===== src/cbpwm_map.svh =====
// Constants for the cell-balance PWM and reset-effect block.
// Assumes a 100 MHz sys_clk; included by its bare name.
`ifndef CBPWM_MAP_SVH
`define CBPWM_MAP_SVH

// Register offsets on the plain register port
`define CBPWM_OFF_CFG 4'h0
`define CBPWM_OFF_DUTY_LO 4'h1
`define CBPWM_OFF_DUTY_HI 4'h2
`define CBPWM_OFF_OVR 4'h3
`define CBPWM_OFF_MPB_LO 4'h4
`define CBPWM_OFF_MPB_HI 4'h5
`define CBPWM_OFF_CMD 4'h6
`define CBPWM_OFF_STAT 4'h7
`define CBPWM_OFF_EVT 4'h8

// Configuration word layout: bytes 0..5 packed low to high
`define CBPWM_CFG_LOW_MASK 48'h0000FFFFFFFF
`define CBPWM_CFG_HIGH_MASK 48'hFFFF00000000
`define CBPWM_DCC_LSB 32
`define CBPWM_DISCHARGE_TIMEOUT_CODE_LSB 44

// Reset values
`define CBPWM_CFG_RST 48'h000000000000
`define CBPWM_DUTY_RST 48'hFFFFFFFFFFFF
`define CBPWM_OVR_RST 32'h00000000
`define CBPWM_MPB_RST 48'hFFFFFFFFFFFF

// Command register bits
`define CBPWM_CMD_VALID 0
`define CBPWM_CMD_WRCFG 1
`define CBPWM_CMD_WAKE 2

// Event register bits
`define CBPWM_EVT_POWER 0
`define CBPWM_EVT_THERMAL 1

// Timing
`define CBPWM_CLK_HZ 100000000
`define CBPWM_WDOG_MS 2000
`define CBPWM_TICK_US 62500
`define CBPWM_TICK_CYC (`CBPWM_CLK_HZ / 1000000 * `CBPWM_TICK_US)
`define CBPWM_WDOG_CYC (`CBPWM_CLK_HZ / 1000 * `CBPWM_WDOG_MS + 1)
`define CBPWM_PERIOD_TICKS 480
`define CBPWM_STEP_TICKS 32
`define CBPWM_TICKS_PER_HALF_MIN 480

`endif


===== src/cbpwm_pkg.sv =====
// Types for the cell-balance PWM and reset-effect block.
// Assumes nothing beyond the constants header.
package cbpwm_pkg;
    // Power states, Gray coded along standby-balance-sleep
    typedef enum logic [1:0] {
        CBPWM_STANDBY = 2'b00,
        CBPWM_TIMED = 2'b01,
        CBPWM_SLEEP = 2'b11
    } cbpwm_state_t;
endpackage


===== src/cbpwm_tick_if.sv =====
// Interface carrying the shared modulation time base.
// Assumes the timebase module drives it and the top reads it.
`timescale 1ns/1ps
interface cbpwm_tick_if;
    logic tick;
    logic [8:0] phase;
    modport src (output tick, output phase);
    modport dst (input tick, input phase);
endinterface


===== src/cbpwm_ctrl.sv =====
// Cell-balance discharge control: reset effects, watchdog, timer, PWM.
// Assumes a register master on sys_clk and async pins for power,
// thermal shutdown and the timer enable strap.
//
// Our own choices: strobed register access and the register offsets.
`timescale 1ns/1ps
`include "cbpwm_map.svh"
module cbpwm_ctrl
    import cbpwm_pkg::*;
#(
    parameter int WDOG_CYC = `CBPWM_WDOG_CYC,
    parameter int TICK_CYC = `CBPWM_TICK_CYC,
    parameter int HALF_MIN_TICKS = `CBPWM_TICKS_PER_HALF_MIN,
    parameter int CELLS = 12
) (
    input wire logic sys_clk,
    input wire logic rst,
    input wire logic [3:0] regAddr,
    input wire logic [31:0] regWdata,
    input wire logic regWr,
    input wire logic regRd,
    output logic [31:0] regRdata,
    input wire logic powerCycle,
    input wire logic thermalShutdown,
    input wire logic discharge_timer_enable_pin,
    output logic [11:0] dischargeOut,
    output logic watchdog_output_pin
);

    // ------------------------------------------------------------
    // Pin synchronisers
    // ------------------------------------------------------------
    logic [2:0] pinMeta_reg, pinSync_reg;
    logic thermPrev_reg;
    always_ff @(posedge sys_clk) begin
        if (rst) begin
            pinMeta_reg <= 3'h0;
            pinSync_reg <= 3'h0;
            thermPrev_reg <= 1'b0;
        end else begin
            pinMeta_reg <= {discharge_timer_enable_pin, thermalShutdown,
                            powerCycle};
            pinSync_reg <= pinMeta_reg;
            thermPrev_reg <= pinSync_reg[1];
        end
    end
    logic pwrEvt, thermEvt, timerEn;
    assign pwrEvt = pinSync_reg[0];
    assign thermEvt = pinSync_reg[1] & ~thermPrev_reg;
    assign timerEn = pinSync_reg[2];

    cbpwm_tick_if tbus();
    cbpwm_timebase #(.TICK_CYC(TICK_CYC)) u_tb (
        .sys_clk(sys_clk),
        .rst(rst),
        .tb(tbus)
    );

    // Timeout code to length in half-minute units
    function automatic logic [7:0] dctoHalfMins(input logic [3:0] code);
        case (code)
            4'h1: dctoHalfMins = 8'h01;
            4'h2: dctoHalfMins = 8'h02;
            4'h3: dctoHalfMins = 8'h04;
            4'h4: dctoHalfMins = 8'h06;
            4'h5: dctoHalfMins = 8'h08;
            4'h6: dctoHalfMins = 8'h0A;
            4'h7: dctoHalfMins = 8'h14;
            4'h8: dctoHalfMins = 8'h1E;
            4'h9: dctoHalfMins = 8'h28;
            4'hA: dctoHalfMins = 8'h3C;
            4'hB: dctoHalfMins = 8'h50;
            4'hC: dctoHalfMins = 8'h78;
            4'hD: dctoHalfMins = 8'h96;
            4'hE: dctoHalfMins = 8'hB4;
            4'hF: dctoHalfMins = 8'hF0;
            default: dctoHalfMins = 8'h00;
        endcase
    endfunction

    // ------------------------------------------------------------
    // State
    // ------------------------------------------------------------
    logic [47:0] cfg_reg, cfg_next;
    logic [47:0] duty_reg, duty_next;
    logic [31:0] ovr_reg, ovr_next;
    logic [47:0] mpb_reg, mpb_next;
    cbpwm_state_t st_reg, st_next;
    logic wdExp_reg, wdExp_next;
    logic [31:0] wdCnt_reg, wdCnt_next;
    logic [7:0] dtHalf_reg, dtHalf_next;
    logic [8:0] dtTick_reg, dtTick_next;
    logic dtRun_reg, dtRun_next;
    logic [1:0] evt_reg, evt_next;
    logic [31:0] rdata_reg, rdata_next;
    logic [11:0] out_reg, out_next;

    logic cmdValid, cmdWrCfg, cmdWake, wdFire, dtFire;
    logic [11:0] dcc;
    assign cmdValid = regWr && regAddr == `CBPWM_OFF_CMD &&
                      regWdata[`CBPWM_CMD_VALID];
    assign cmdWrCfg = cmdValid && regWdata[`CBPWM_CMD_WRCFG];
    assign cmdWake = regWr && regAddr == `CBPWM_OFF_CMD &&
                     regWdata[`CBPWM_CMD_WAKE];
    assign dcc = cfg_reg[`CBPWM_DCC_LSB +: 12];

    assign wdFire = !wdExp_reg && wdCnt_reg == 32'(WDOG_CYC - 1) &&
                    !cmdValid;
    assign dtFire = dtRun_reg && tbus.tick && dtHalf_reg == 8'h01 &&
                    dtTick_reg == 9'(HALF_MIN_TICKS - 1);

    // ------------------------------------------------------------
    // Next-state logic: registers, timers and reset effects
    // ------------------------------------------------------------
    always_comb begin
        cfg_next = cfg_reg;
        duty_next = duty_reg;
        ovr_next = ovr_reg;
        mpb_next = mpb_reg;
        st_next = st_reg;
        wdExp_next = wdExp_reg;
        wdCnt_next = wdCnt_reg;
        dtHalf_next = dtHalf_reg;
        dtTick_next = dtTick_reg;
        dtRun_next = dtRun_reg;
        evt_next = evt_reg;

        // Register writes
        if (regWr) begin
            case (regAddr)
                `CBPWM_OFF_DUTY_LO: duty_next[31:0] = regWdata;
                `CBPWM_OFF_DUTY_HI: duty_next[47:32] = regWdata[15:0];
                `CBPWM_OFF_OVR: ovr_next = regWdata;
                `CBPWM_OFF_MPB_LO: mpb_next[31:0] = regWdata;
                `CBPWM_OFF_MPB_HI: mpb_next[47:32] = regWdata[15:0];
                `CBPWM_OFF_CFG: cfg_next[31:0] = regWdata;
                `CBPWM_OFF_CMD: begin
                    // Command word high half carries config bytes 4-5
                    if (cmdWrCfg) begin
                        cfg_next[47:32] = regWdata[31:16];
                    end
                end
                default: ;
            endcase
        end

        // Watchdog count; any valid command restarts it
        if (cmdValid || cmdWake) begin
            wdCnt_next = 32'h00000000;
            wdExp_next = 1'b0;
            if (st_reg != CBPWM_STANDBY) begin
                st_next = CBPWM_STANDBY;
            end
        end else if (!wdExp_reg) begin
            wdCnt_next = wdCnt_reg + 32'h00000001;
        end

        // Discharge timer countdown on the shared tick
        if (dtRun_reg && tbus.tick) begin
            if (dtTick_reg == 9'(HALF_MIN_TICKS - 1)) begin
                dtTick_next = 9'h000;
                dtHalf_next = dtHalf_reg - 8'h01;
            end else begin
                dtTick_next = dtTick_reg + 9'h001;
            end
        end
        if (dtFire) begin
            dtRun_next = 1'b0;
        end

        // needs pin high and code nonzero
        if (cmdWrCfg) begin
            dtTick_next = 9'h000;
            dtHalf_next = dctoHalfMins(regWdata[31:28]);
            dtRun_next = timerEn && regWdata[31:28] != 4'h0;
        end
        if (!timerEn) begin
            dtRun_next = 1'b0;
        end

        if (wdFire) begin
            wdExp_next = 1'b1;
            if (dtRun_reg && !dtFire) begin
                st_next = CBPWM_TIMED;
                cfg_next = cfg_next & `CBPWM_CFG_HIGH_MASK;
                mpb_next = `CBPWM_MPB_RST;
            end
        end

        if (dtFire && !wdExp_reg && !wdFire) begin
            duty_next = `CBPWM_DUTY_RST;
            ovr_next = `CBPWM_OVR_RST;
            cfg_next = cmdWrCfg ? cfg_next : cfg_next & `CBPWM_CFG_LOW_MASK;
        end

        // sleep entry on bare watchdog expiry
        // or timer end after watchdog expiry
        // duty back to all ones on sleep
        if ((wdFire && !(dtRun_reg && !dtFire)) ||
            (dtFire && (wdExp_reg || wdFire))) begin
            st_next = CBPWM_SLEEP;
            wdExp_next = 1'b1;
            dtRun_next = 1'b0;
            dtHalf_next = 8'h00;
            dtTick_next = 9'h000;
            cfg_next = `CBPWM_CFG_RST;
            duty_next = `CBPWM_DUTY_RST;
            ovr_next = `CBPWM_OVR_RST;
            mpb_next = `CBPWM_MPB_RST;
        end

        // thermal trip keeps the override group
        if (thermEvt) begin
            cfg_next = `CBPWM_CFG_RST;
            mpb_next = `CBPWM_MPB_RST;
            dtRun_next = 1'b0;
        end

        // Sticky event flags; set wins over a write-one clear
        if (regWr && regAddr == `CBPWM_OFF_EVT) begin
            evt_next = evt_reg & ~regWdata[1:0];
        end
        if (thermEvt) begin
            evt_next[`CBPWM_EVT_THERMAL] = 1'b1;
        end
    end

    // ------------------------------------------------------------
    // Read data, returned in the cycle after the strobe
    // ------------------------------------------------------------
    always_comb begin
        rdata_next = 32'h00000000;
        if (regRd) begin
            case (regAddr)
                `CBPWM_OFF_CFG: rdata_next = cfg_reg[31:0];
                `CBPWM_OFF_DUTY_LO: rdata_next = duty_reg[31:0];
                `CBPWM_OFF_DUTY_HI: rdata_next = {16'h0000, duty_reg[47:32]};
                `CBPWM_OFF_OVR: rdata_next = ovr_reg;
                `CBPWM_OFF_MPB_LO: rdata_next = mpb_reg[31:0];
                `CBPWM_OFF_MPB_HI: rdata_next = {16'h0000, mpb_reg[47:32]};
                `CBPWM_OFF_CMD: rdata_next = {cfg_reg[47:32], 16'h0000};
                `CBPWM_OFF_STAT: rdata_next = {6'h00, st_reg,
                    dtHalf_reg, 3'h0, tbus.phase, dtRun_reg, wdExp_reg,
                    timerEn, 1'b0};
                `CBPWM_OFF_EVT: rdata_next = {30'h00000000, evt_reg};
                default: rdata_next = 32'h00000000;
            endcase
        end
    end

    // ------------------------------------------------------------
    // Discharge outputs
    // ------------------------------------------------------------
    always_comb begin
        logic [8:0] p;
        logic [8:0] onTicks;
        p = 9'h000;
        onTicks = 9'h000;
        out_next = 12'h000;
        for (int i = 0; i < CELLS; i++) begin
            if (tbus.phase >= 9'(i)) begin
                p = tbus.phase - 9'(i);
            end else begin
                p = tbus.phase + 9'(`CBPWM_PERIOD_TICKS - i);
            end
            // 2 s steps of a 30 s period
            onTicks = 9'(duty_reg[4*i +: 4]) * 9'(`CBPWM_STEP_TICKS);
            if (!wdExp_reg) begin
                out_next[i] = dcc[i];
            end else begin
                out_next[i] = dcc[i] && (p < onTicks);
            end
        end
        if (st_reg == CBPWM_SLEEP || thermEvt || pinSync_reg[1]) begin
            out_next = 12'h000;
        end
    end

    // ------------------------------------------------------------
    // Registers
    // ------------------------------------------------------------
    // power cycle resets all but evt_reg, which takes the power event flag
    always_ff @(posedge sys_clk) begin
        if (rst || pwrEvt) begin
            cfg_reg <= `CBPWM_CFG_RST;
            duty_reg <= `CBPWM_DUTY_RST;
            ovr_reg <= `CBPWM_OVR_RST;
            mpb_reg <= `CBPWM_MPB_RST;
            st_reg <= CBPWM_STANDBY;
            wdExp_reg <= 1'b0;
            wdCnt_reg <= 32'h00000000;
            dtHalf_reg <= 8'h00;
            dtTick_reg <= 9'h000;
            dtRun_reg <= 1'b0;
            evt_reg <= rst ? 2'h0 : 2'h1;
            out_reg <= 12'h000;
            rdata_reg <= 32'h00000000;
        end else begin
            cfg_reg <= cfg_next;
            duty_reg <= duty_next;
            ovr_reg <= ovr_next;
            mpb_reg <= mpb_next;
            st_reg <= st_next;
            wdExp_reg <= wdExp_next;
            wdCnt_reg <= wdCnt_next;
            dtHalf_reg <= dtHalf_next;
            dtTick_reg <= dtTick_next;
            dtRun_reg <= dtRun_next;
            evt_reg <= evt_next;
            out_reg <= out_next;
            rdata_reg <= rdata_next;
        end
    end

    assign dischargeOut = out_reg;
    assign watchdog_output_pin = wdExp_reg;
    assign regRdata = rdata_reg;
endmodule


===== src/cbpwm_timebase.sv =====
// Free-running 62.5 ms tick and 480-tick period phase counter.
// Assumes sys_clk at 100 MHz and a synchronous active-high reset.
`timescale 1ns/1ps
`include "cbpwm_map.svh"
module cbpwm_timebase
    import cbpwm_pkg::*;
#(
    parameter int TICK_CYC = `CBPWM_TICK_CYC
) (
    input wire logic sys_clk,
    input wire logic rst,
    cbpwm_tick_if.src tb
);

    logic [22:0] divCnt_reg, divCnt_next;
    logic [8:0] phase_reg, phase_next;
    logic tick_reg, tick_next;

    // ------------------------------------------------------------
    // Divider and phase
    // ------------------------------------------------------------
    // single tick base
    always_comb begin
        tick_next = 1'b0;
        divCnt_next = divCnt_reg + 23'h000001;
        phase_next = phase_reg;
        if (divCnt_reg == 23'(TICK_CYC - 1)) begin
            divCnt_next = 23'h000000;
            tick_next = 1'b1;
            if (phase_reg == 9'(`CBPWM_PERIOD_TICKS - 1)) begin
                phase_next = 9'h000;
            end else begin
                phase_next = phase_reg + 9'h001;
            end
        end
    end

    always_ff @(posedge sys_clk) begin
        if (rst) begin
            divCnt_reg <= 23'h000000;
            phase_reg <= 9'h000;
            tick_reg <= 1'b0;
        end else begin
            divCnt_reg <= divCnt_next;
            phase_reg <= phase_next;
            tick_reg <= tick_next;
        end
    end

    assign tb.tick = tick_reg;
    assign tb.phase = phase_reg;
endmodule


===== config.mk =====
export PLATFORM = sky130hd
export DESIGN_NAME = cbpwm_ctrl
export DESIGN_NICKNAME = d
export VERILOG_FILES = /design/src/cbpwm_pkg.sv /design/src/cbpwm_tick_if.sv /design/src/cbpwm_ctrl.sv /design/src/cbpwm_timebase.sv
export VERILOG_INCLUDE_DIRS = /design/src
export SDC_FILE = /design/constraint.sdc
export NUM_CORES = 1
export LEC_CHECK = 0
export BUFFER_PORTS_ARGS = -buffer_cell sky130_fd_sc_hd__buf_2
export CAP_MARGIN = 20
export CELL_PAD_IN_SITES_DETAIL_PLACEMENT = 1
export CELL_PAD_IN_SITES_GLOBAL_PLACEMENT = 1
export CORE_MARGIN = 2
export CORE_UTILIZATION = 50
export CTS_BUF_LIST = sky130_fd_sc_hd__clkbuf_8
export DETAILED_ROUTE_END_ITERATION = 16
export PLACE_DENSITY_LB_ADDON = 0.1
export SETUP_SLACK_MARGIN = 0.02
export SKIP_CTS_REPAIR_TIMING = 1
export SYNTH_ARGS = -nofsm -noshare
export SYNTH_HDL_FRONTEND = slang
export SYNTH_SLANG_ARGS = --single-unit
export TNS_END_PERCENT = 100

===== constraint.sdc =====
create_clock -name sys_clk -period 5.07 [get_ports sys_clk]
set_input_delay 0.507 -clock sys_clk [delete_from_list [all_inputs] [get_ports sys_clk]]
set_output_delay 0.507 -clock sys_clk [all_outputs]
set_load 0.03 [all_outputs]

### Yosys cells after proc, flatten, opt, wreduce, memory -nomap -nowiden

Memory sizes are Yosys's and may differ from the RTL's.
Index checks and enable logic that the tools add are counted.
W data, S select, Z words.

| storage, ports and cells | value |
|---|---|
| flip-flop bits (word level) | 315 |
| bits in latches | 0 |
| RAM bits | 0 |
| bits in read-only memories | 128 |
| bits of input ports | 43 |
| logic and storage cells | 213 |
| memories | 1 |

| cells by class | value |
|---|---|
| add/sub/neg operators | 28 |
| multiply operators | 0 |
| divide/modulo/power cells | 0 |
| order comparisons | 24 |
| equal/unequal tests | 14 |
| shift-type cells | 0 |
| multiplexer cells | 58 |
| bitwise logic cells | 6 |
| reduce and logical (&&, ||, !) cells | 61 |

Memories:

| name | depth | bits a word | rd ports | clocked after memory_dff | write ports | line | RTL |
|---|---|---|---|---|---|---|---|
| (no name shown) | 16 | 8 | 1 | 0 | 0 | cbpwm_ctrl.sv:61 | `case (code)` |

Operators by type and width:

| operator | number |
|---|---|
| $mux W48 | 6 |
| $pmux W32 S9 | 1 |
| $mux W32 | 4 |
| $mux W9 | 14 |
| $add A9 B9 Y9 const B | 12 |
| $lt A9 B9 Y1 | 12 |
| $mux W16 | 3 |
| $ge A9 B3 Y1 const B | 4 |
| $ge A9 B4 Y1 const B | 4 |
| $sub A9 B3 Y9 const B | 4 |
| $sub A9 B4 Y9 const B | 4 |
| $add A32 B1 Y32 const B | 1 |
| $eq A32 B28 Y1 const B | 1 |
| $logic_and A1 B1 Y1 | 28 |
| $mux W8 | 3 |
| $add A23 B1 Y23 const B | 1 |
| $eq A23 B23 Y1 const B | 1 |
| $mux W1 | 20 |
| $add A9 B1 Y9 const B | 2 |
| $eq A9 B9 Y1 const B | 2 |
| $ge A9 B1 Y1 const B | 2 |
| $ge A9 B2 Y1 const B | 2 |
| $sub A9 B2 Y9 const B | 2 |
| $eq A4 B3 Y1 const B | 4 |
| 22 further kinds | 54 |

### Longest topological paths before layout

Gate-level depths: netlist (run 1).

| depth | value |
|---|---|
| depth after elaboration | 11 |
| mapped depth | 13 |
| mapped depth without buffers | 12 |

### Modules after synthesis

A second synthesis (run 1) with hierarchy kept.

| unflattened totals | value |
|---|---|
| cell total of the unflattened synthesis | 1,754 |
| area, all modules | 14,724.1 µm² |

Modules (own cells, without submodules):

| module | instances | cells each | area each (µm²) | seq. area each (µm²) |
|---|---|---|---|---|
| cbpwm_ctrl | 1 | 1,567 | 13,122.6 | 5,665.4 |
| cbpwm_timebase | 1 | 187 | 1,601.5 | 660.6 |

### Worst setup path after synthesis (run 1)

Ideal clock, no wire load.

| timing | value |
|---|---|
| path type | register -> register |
| start point | register u_tb.phase_reg[5] (netlist: u_tb.tb.phase[5]) |
| end point | register out_reg[5] (netlist: dischargeOut[5]) |
| arrival | 2.591 ns |
| required time | 4.996 ns |
| setup slack | 2.405 ns |
| cell stages (with the launch flop) | 13 |
| buffers on the path | 1 |
| clock period less this slack | 2.665 ns |
| cell sequence | dfxtp_1 buf_6 nor3_1 nand2_1 o311ai_0 a21oi_1 a31oi_1 xnor2_1 ha_1 and3_1 nand2_1 o2111ai_1 a31oi_1 |

| on the way | value |
|---|---|
| cells in the longest elaborated chain, start to end | 5 |

Ends and longest elaborated chain:

| item | line | RTL |
|---|---|---|
| start: declaration | cbpwm_timebase.sv:16 | `logic [8:0] phase_reg, phase_next;` |
| start signal: assignment | cbpwm_timebase.sv:45 | `phase_reg <= phase_next;` |
| $add A9 B9 Y9 (tied with other cells) | cbpwm_ctrl.sv:264 | `` p = tbus.phase + 9'(`CBPWM_PERIOD_TICKS - i); `` |
| $mux W9 (*) | cbpwm_ctrl.sv:261 | `if (tbus.phase >= 9'(i)) begin` |
| $lt A9 B9 Y1 (*) | cbpwm_ctrl.sv:271 | `out_next[i] = dcc[i] && (p < onTicks);` |
| $logic_and A1 B1 Y1 (*) | cbpwm_ctrl.sv:271 |  |
| $mux W1 (*) | cbpwm_ctrl.sv:268 | `if (!wdExp_reg) begin` |
| end signal: assignment | cbpwm_ctrl.sv:310 | `out_reg <= out_next;` |
| end: declaration | cbpwm_ctrl.sv:96 | `logic [11:0] out_reg, out_next;` |

Every way passes the cells marked *; elsewhere a longest branch is shown, timed or not.
A chain may end at the register's enable or synchronous reset.

### Worst setup path in the final report (run 1)

| timing | value |
|---|---|
| start point | register u_tb.phase_reg[3] (netlist: u_tb.tb.phase[3]) |
| end point | register out_reg[5] (netlist: dischargeOut[5]) |

Same word-level chain as after synthesis.

==> results of run 1 <==
==> power groups by stage <==
| stage | Combinational [mW] | Sequential [mW] | Clock (mW) |
|---|---|---|---|
| 6_report | 0.296 | 2.53 | 2.15 |
| 3_5_place_dp | 0.284 | 2.58 | 0 |
| 2_1_floorplan | 0.161 | 2.59 | 0 |
| 3_3_place_gp | 0.278 | 2.58 | 0 |
| 5_1_grt | 0.317 | 2.53 | 2.29 |
| 4_1_cts | 0.286 | 2.53 | 2.18 |
==> worst max-delay path, cell delays in order, from the launching register on <==
cell and delay [ps]:
dfxtp_1 500, nor3_1 790, nand2_1 310, o311ai_0 350, a21oi_1 170, a31oi_1 250
xnor2_1 100, ha_1 330, and3_1 200, nand2_1 70, o2111ai_1 100, a31oi_1 150
==> synthesized netlist by cell type, types with 23 or more instances <==
master / count
a22oi_1: 75
nor3_1: 34
xor2_1: 44
o211ai_1: 52
ha_1: 50
xnor2_1: 53
o21ai_0: 23
nor4_1: 23
nor2_1: 93
inv_1: 58
a31oi_1: 33
nand2_1: 364
clkbuf_1: 81
a21oi_1: 115
dfxtp_1: 313
nand3_1: 77
buf_2: 24
==> metal layers <==
metal	GRT usage, %	routed length [um]
met3	6.09	3440
met5	0	12
met4	14.5	2270
met2	55.2	23900
met1	41.1	20900
==> kinds of logic (layout without fill, tap and decap cells) <==
logic type | Yosys count | in the layout
multiplexers | 20 | 20
AND/OR/NAND/NOR | 725 | 725
AO/OA/AOI/OAI | 356 | 356
XOR/XNOR | 97 | 97
buffers and inverters | 177 | 258
flip-flops | 315 | 315
other | 0 | 1
adder cells (fa/ha/maj) | 50 | 50
==> metrics by stage <==
stage / power (mW) / instance area (um^2) / util (%)
floorplan: 2.75 / 14600 / -
global placement: 2.86 / 15200 / 53.0
detailed placement: 2.87 / 15200 / 53.0
CTS: 4.99 / 16200 / 56.4
global route: 5.14 / 16300 / 56.7
finish: 4.98 / 16300 / 56.7
==> area by class of cell <==
class / count / area [um^2]
Timing Repair Buffer: 113 / 683
Multi-Input combinational cell: 1248 / 7570
Inverter: 60 / 225
Tap cell: 384 / 480
Antenna cell: 1 / 2.50
Sequential cell: 315 / 6330
Fill cell: 3487 / 12400
Clock inverter: 24 / 135
Clock buffer: 61 / 840
==> path summary, 6_finish.rpt <==
path | startpoint | endpoint | slack [ps]
setup / recovery | u_tb.tb.phase[3] | dischargeOut[5] | 1700
hold / removal | powerCycle | pinMeta_reg[0] | 170
setup reg to reg | u_tb.tb.phase[3] | dischargeOut[5] | 1700
hold reg to reg | pinMeta_reg[1] | pinSync_reg[1] | 450
==> run_results.csv, run 1 <==
group,metric,value,unit
placement,placed_cells,2117,
power,switching_power,1.25,mW
global_route,grt_pass1_wl,79600,um
global_route,grt_start_max_net_pins,55,
timing,fin_skew,31.6,ps
synthesis,synth_nets,1833,
finish,fin_nets,1884,
timing,min_period,3370,ps
global_route,grt.total_usage,32.8,%
clock_tree,numCtsBuffers,53,
synthesis,synthAdderAreaFrac,4.29,%
detailed_routing,drt-initial-drc-count,972,
clock_tree,clock_latency,600,ps
timing,hold_ws,173,ps
synthesis,syn_inst,1740,
detailed_routing,ant_nets,0,
critical_path,critPathMaxFanout,20,
synthesis,synth_area,0.0146,mm^2
synthesis,synth.area.top_cells,"dfxtp_1 (43%), nand2_1 (9.4%), ha_1 (4.3%)",
power,power_frac_comb,5.9,%
synthesis,synth_compound_area_share,16.3,%
detailed_routing,avgRoutedWirePerCell,22.9,um
detailed_routing,num_vias,13600,
synthesis,synth_xor_area_share,5.83,%
synthesis,synth_warnings,0,
timing,worstMarginPinSlew,1170,ps
synthesis,yosysTopAreaCell,"dfxtp_1",
clock_tree,cts-root-buf,"clkbuf_8",
power,power_density,306,mW/mm^2
finish,finalNonFillerCells,2206,
placement,gp_congestion,0.944,
power,clock_power_share,43.2,%
power,peakVddDrop,0.207,mV
finish,area_delta_synth_final,11.6,%
floorplan,initial_core_util,50.8,%
timing,finalCritPeriodShare,66.5,%
timing,timing.setup.tns,0,ps
timing,relSlewSlack,20.8,%
timing,max_freq,297,MHz
critical_path,cp.required,5590,ps
hold_path,hp-class,"input port to register",
floorplan,rows,62,
critical_path,critPathArrivalTime,3890,ps
timing,maxSlewViolCount,0,
synthesis,syn_avg_cell_area,8.37,um^2
placement,dp_slack,1800,ps
placement,port_buffers,87,
detailed_routing,via_per_inst,6.15,
power,swShare,25.2,%
clock_tree,clk_path_buf_depth,3,
finish,final_common_cell,"nand2_1",
floorplan,die_area,0.0305,mm^2
clock_tree,ctsHtreeMaxLevel,2,
clock_tree,clkSinkCount,315,
synthesis,seq_area_frac_synth,43.4,%
timing,hold_viol,0,
hold_path,hold_path_depth,2,
synthesis,synth_top_family_by_area,"simple AND/OR/NAND/NOR gates",
detailed_routing,wl,50500,um
synthesis,synth_edf_count,2,
timing,setup_slack,1700,ps
detailed_routing,drt_pre_antenna_iters,9,
global_route,grt_pass1_vias,14100,
clock_tree,cts_tree,"built",
synthesis,synth_top_area_share,43.0,%
floorplan,dieWidth,175,um
power,p_int,3.72,mW
finish,final_cell_mix,"nand2_1 (362), dfxtp_1 (313), a21oi_1 (115)",
floorplan,core_area,0.0287,mm^2
clock_tree,path_clk_slew,60,ps
global_route,antenna_found_initial,3,
critical_path,critPathKind,"register to register",
power,leakage,6.50,nW
detailed_routing,drc,0,
floorplan,die_h,175,um
timing,rsz0062_at_grt,"no",
synthesis,ys.flop_type,"dfxtp_1",
global_route,grt_overflow_total,0,
synthesis,synthMuxAreaShare,1.46,%
synthesis,async_flop_share,0,%
critical_path,worst_r2r_path_depth,11,
flow_run,maxCapViolations,0,
critical_path,end_kind,"register",
synthesis,yosysUniqueCellTypes,69,
synthesis,ys_ff_latch,315,
placement,hpwlAfterDp,32900,um
finish,drive_above_1_share,12.5,%
timing,setup_violations,0,
power,p_seq_share,50.9,%
floorplan,pin_count,88,
critical_path,cp-start-kind,"register",
status,status,"finished clean",
synthesis,yosys.area_share.simple,23.7,%
(Power assumes the default switching activity.)
==> run 2: changes to the inputs <==
--- a/config.mk
+++ b/config.mk
@@ -11,7 +11,7 @@
 export CELL_PAD_IN_SITES_DETAIL_PLACEMENT = 1
 export CELL_PAD_IN_SITES_GLOBAL_PLACEMENT = 1
 export CORE_MARGIN = 2
-export CORE_UTILIZATION = 50
+export CORE_UTILIZATION = 48
 export CTS_BUF_LIST = sky130_fd_sc_hd__clkbuf_8
 export DETAILED_ROUTE_END_ITERATION = 16
 export PLACE_DENSITY_LB_ADDON = 0.1
==> constraint.sdc (replaced) <==
create_clock -name sys_clk -period 3.5 [get_ports sys_clk]
set_input_delay 0.35 -clock sys_clk [delete_from_list [all_inputs] [get_ports sys_clk]]
set_output_delay 0.35 -clock sys_clk [all_outputs]
set_load 0.03 [all_outputs]
==> run 2 against run 1 <==
  * Register-to-register slack got worse by 1200 ps
  * First-iteration DRC count shrank 6.0%
  * Final cell count increased by 1.4%
  * Maximum frequency increased by 14%
  * Setup slack worse by 1200 ps
  * Non-clock buffer count grew 22
  * Largest cell class unchanged
  * Clock-buffer cell count unchanged
  * Critical path depth is 1 lower
  * Clock skew shrank 4.4 ps
==> run_results.csv, run 2 (synthesis gave the netlist of run 1 again) <==
group,metric,value,unit
timing,rsz0062_at_grt,"no",
detailed_routing,wl,51000,um
floorplan,core_area,0.0298,mm^2
global_route,grt_overflow_total,0,
global_route,grt_pass1_vias,13800,
clock_tree,path_clk_slew,60,ps
detailed_routing,drt_pre_antenna_iters,5,
detailed_routing,num_vias,13500,
placement,gp_congestion,0.906,
clock_tree,numCtsBuffers,54,
critical_path,critPathArrivalTime,3500,ps
finish,regArea,0.00633,mm^2
finish,fin_nets,1907,
critical_path,reg2reg_slack,530,ps
clock_tree,cts_tree,"built",
timing,worstMarginPinSlew,1040,ps
placement,hpwlAfterDp,34200,um
timing,max_freq,337,MHz
detailed_routing,via_per_inst,6.04,
finish,final_common_cell,"nand2_1",
floorplan,dieWidth,178,um
critical_path,end_kind,"register",
finish,insertedDiodeCount,0,
critical_path,cp-start-kind,"register",
placement,port_buffers,87,
critical_path,critPathMaxFanout,16,
timing,setup_violations,0,
detailed_routing,ant_nets,0,
timing,maxSlewViolCount,0,
detailed_routing,avgRoutedWirePerCell,22.8,um
global_route,grt.total_usage,32.5,%
flow_run,maxCapViolations,0,
floorplan,die_h,178,um
finish,area_delta_synth_final,12.8,%
global_route,grt_pass1_wl,79600,um
timing,finalCritPeriodShare,84.8,%
finish,multi_input_area,0.00756,mm^2
detailed_routing,drc,0,
timing,fin_skew,27.2,ps
global_route,grt_start_max_net_pins,49,
clock_tree,ctsHtreeMaxLevel,2,
clock_tree,clk_path_buf_depth,3,
clock_tree,clock_latency,600,ps
power,peakVddDrop,0.308,mV
finish,drive_above_1_share,13.2,%
finish,fillerInstances,3590,
floorplan,initial_core_util,48.9,%
global_route,antenna_found_initial,1,
floorplan,die_area,0.0318,mm^2
timing,relSlewSlack,30.4,%
hold_path,hp-class,"input port to register",
power,finalPower,7.25,mW
critical_path,critPathKind,"register to register",
detailed_routing,drt-initial-drc-count,914,
timing,min_period,2970,ps
floorplan,pin_count,88,
clock_tree,cts-root-buf,"clkbuf_8",
clock_tree,clkSinkCount,315,
finish,final_cell_mix,"nand2_1 (364), dfxtp_1 (313), a21oi_1 (115)",
timing,timing.setup.tns,0,ps
power,leakage,6.63,nW
power,power_density,441,mW/mm^2
status,status,"finished clean",
floorplan,rows,63,
timing,hold_viol,0,
critical_path,cp.required,4030,ps
[run 2: changes by cell type in the layout (fill, tap and decap cells not counted), sizes merged]
cell,before,now
clkinv,5,3
inv,77,82
diode,1,0
buf,113,135
[run 2: final cells by class]
cell class	count	area share (%)
multi-input combinational	1248	46.0
timing repair buffer	135	5.22
inverter	60	1.37
clock buffer	61	5.11
sequential	315	38.5
tap	390	2.97
clock inverter	27	0.853
[run 2: worst max-delay path, cell delays in order, from the launching register on]
cell	delay [ps]
dfxtp_1	490
or4_1	670
or3_1	350
a21oi_1	250
a31oi_1	110
xnor2_1	150
ha_1	310
and3_1	220
nand2_1	80
o2111ai_1	110
a31oi_1	160
[run 2: path summary, 6_finish.rpt]
check	from	to	cells past startpoint
worst max-delay path	u_tb.tb.phase[4]	dischargeOut[5]	10
worst min-delay path	powerCycle	pinMeta_reg[0]	2
worst max register to register	u_tb.tb.phase[4]	dischargeOut[5]	10
worst min register to register	pinMeta_reg[2]	pinSync_reg[2]	1
[run 2: through the flow]
| stage | instances | setup slack [ps] | utilization [%] | cell area [um^2] | hold slack (ps) |
|---|---|---|---|---|---|
| 4_1_cts | 2236 | 535 | 55.2 | 16400 | 21.7 |
| 3_3_place_gp | 2148 | 715 | 51.9 | 15500 | 433 |
| 2_1_floorplan | 1740 | 835 | - | 14600 | 414 |
| 5_1_grt | 2236 | 391 | 55.2 | 16400 | 16.1 |
| 3_5_place_dp | 2148 | 586 | 51.9 | 15500 | 428 |
| 6_report | 2236 | 533 | 55.2 | 16400 | 27.4 |
[run 2: where the power goes]
part           switching, mW  internal, mW
sequential            0.0294          3.64
combinational          0.311         0.125
clock                   1.50          1.64
total                   1.84          5.40
[run 2: routing by layer]
layer  vias up  share of wire (%)  global-route usage, %
met2       420                 48                   55.6
met3       130                5.5                   4.48
met5         -              0.020                      0
li1       6240                  -                      -
met1      6715                 42                   41.1
met4         2                4.1                   13.6
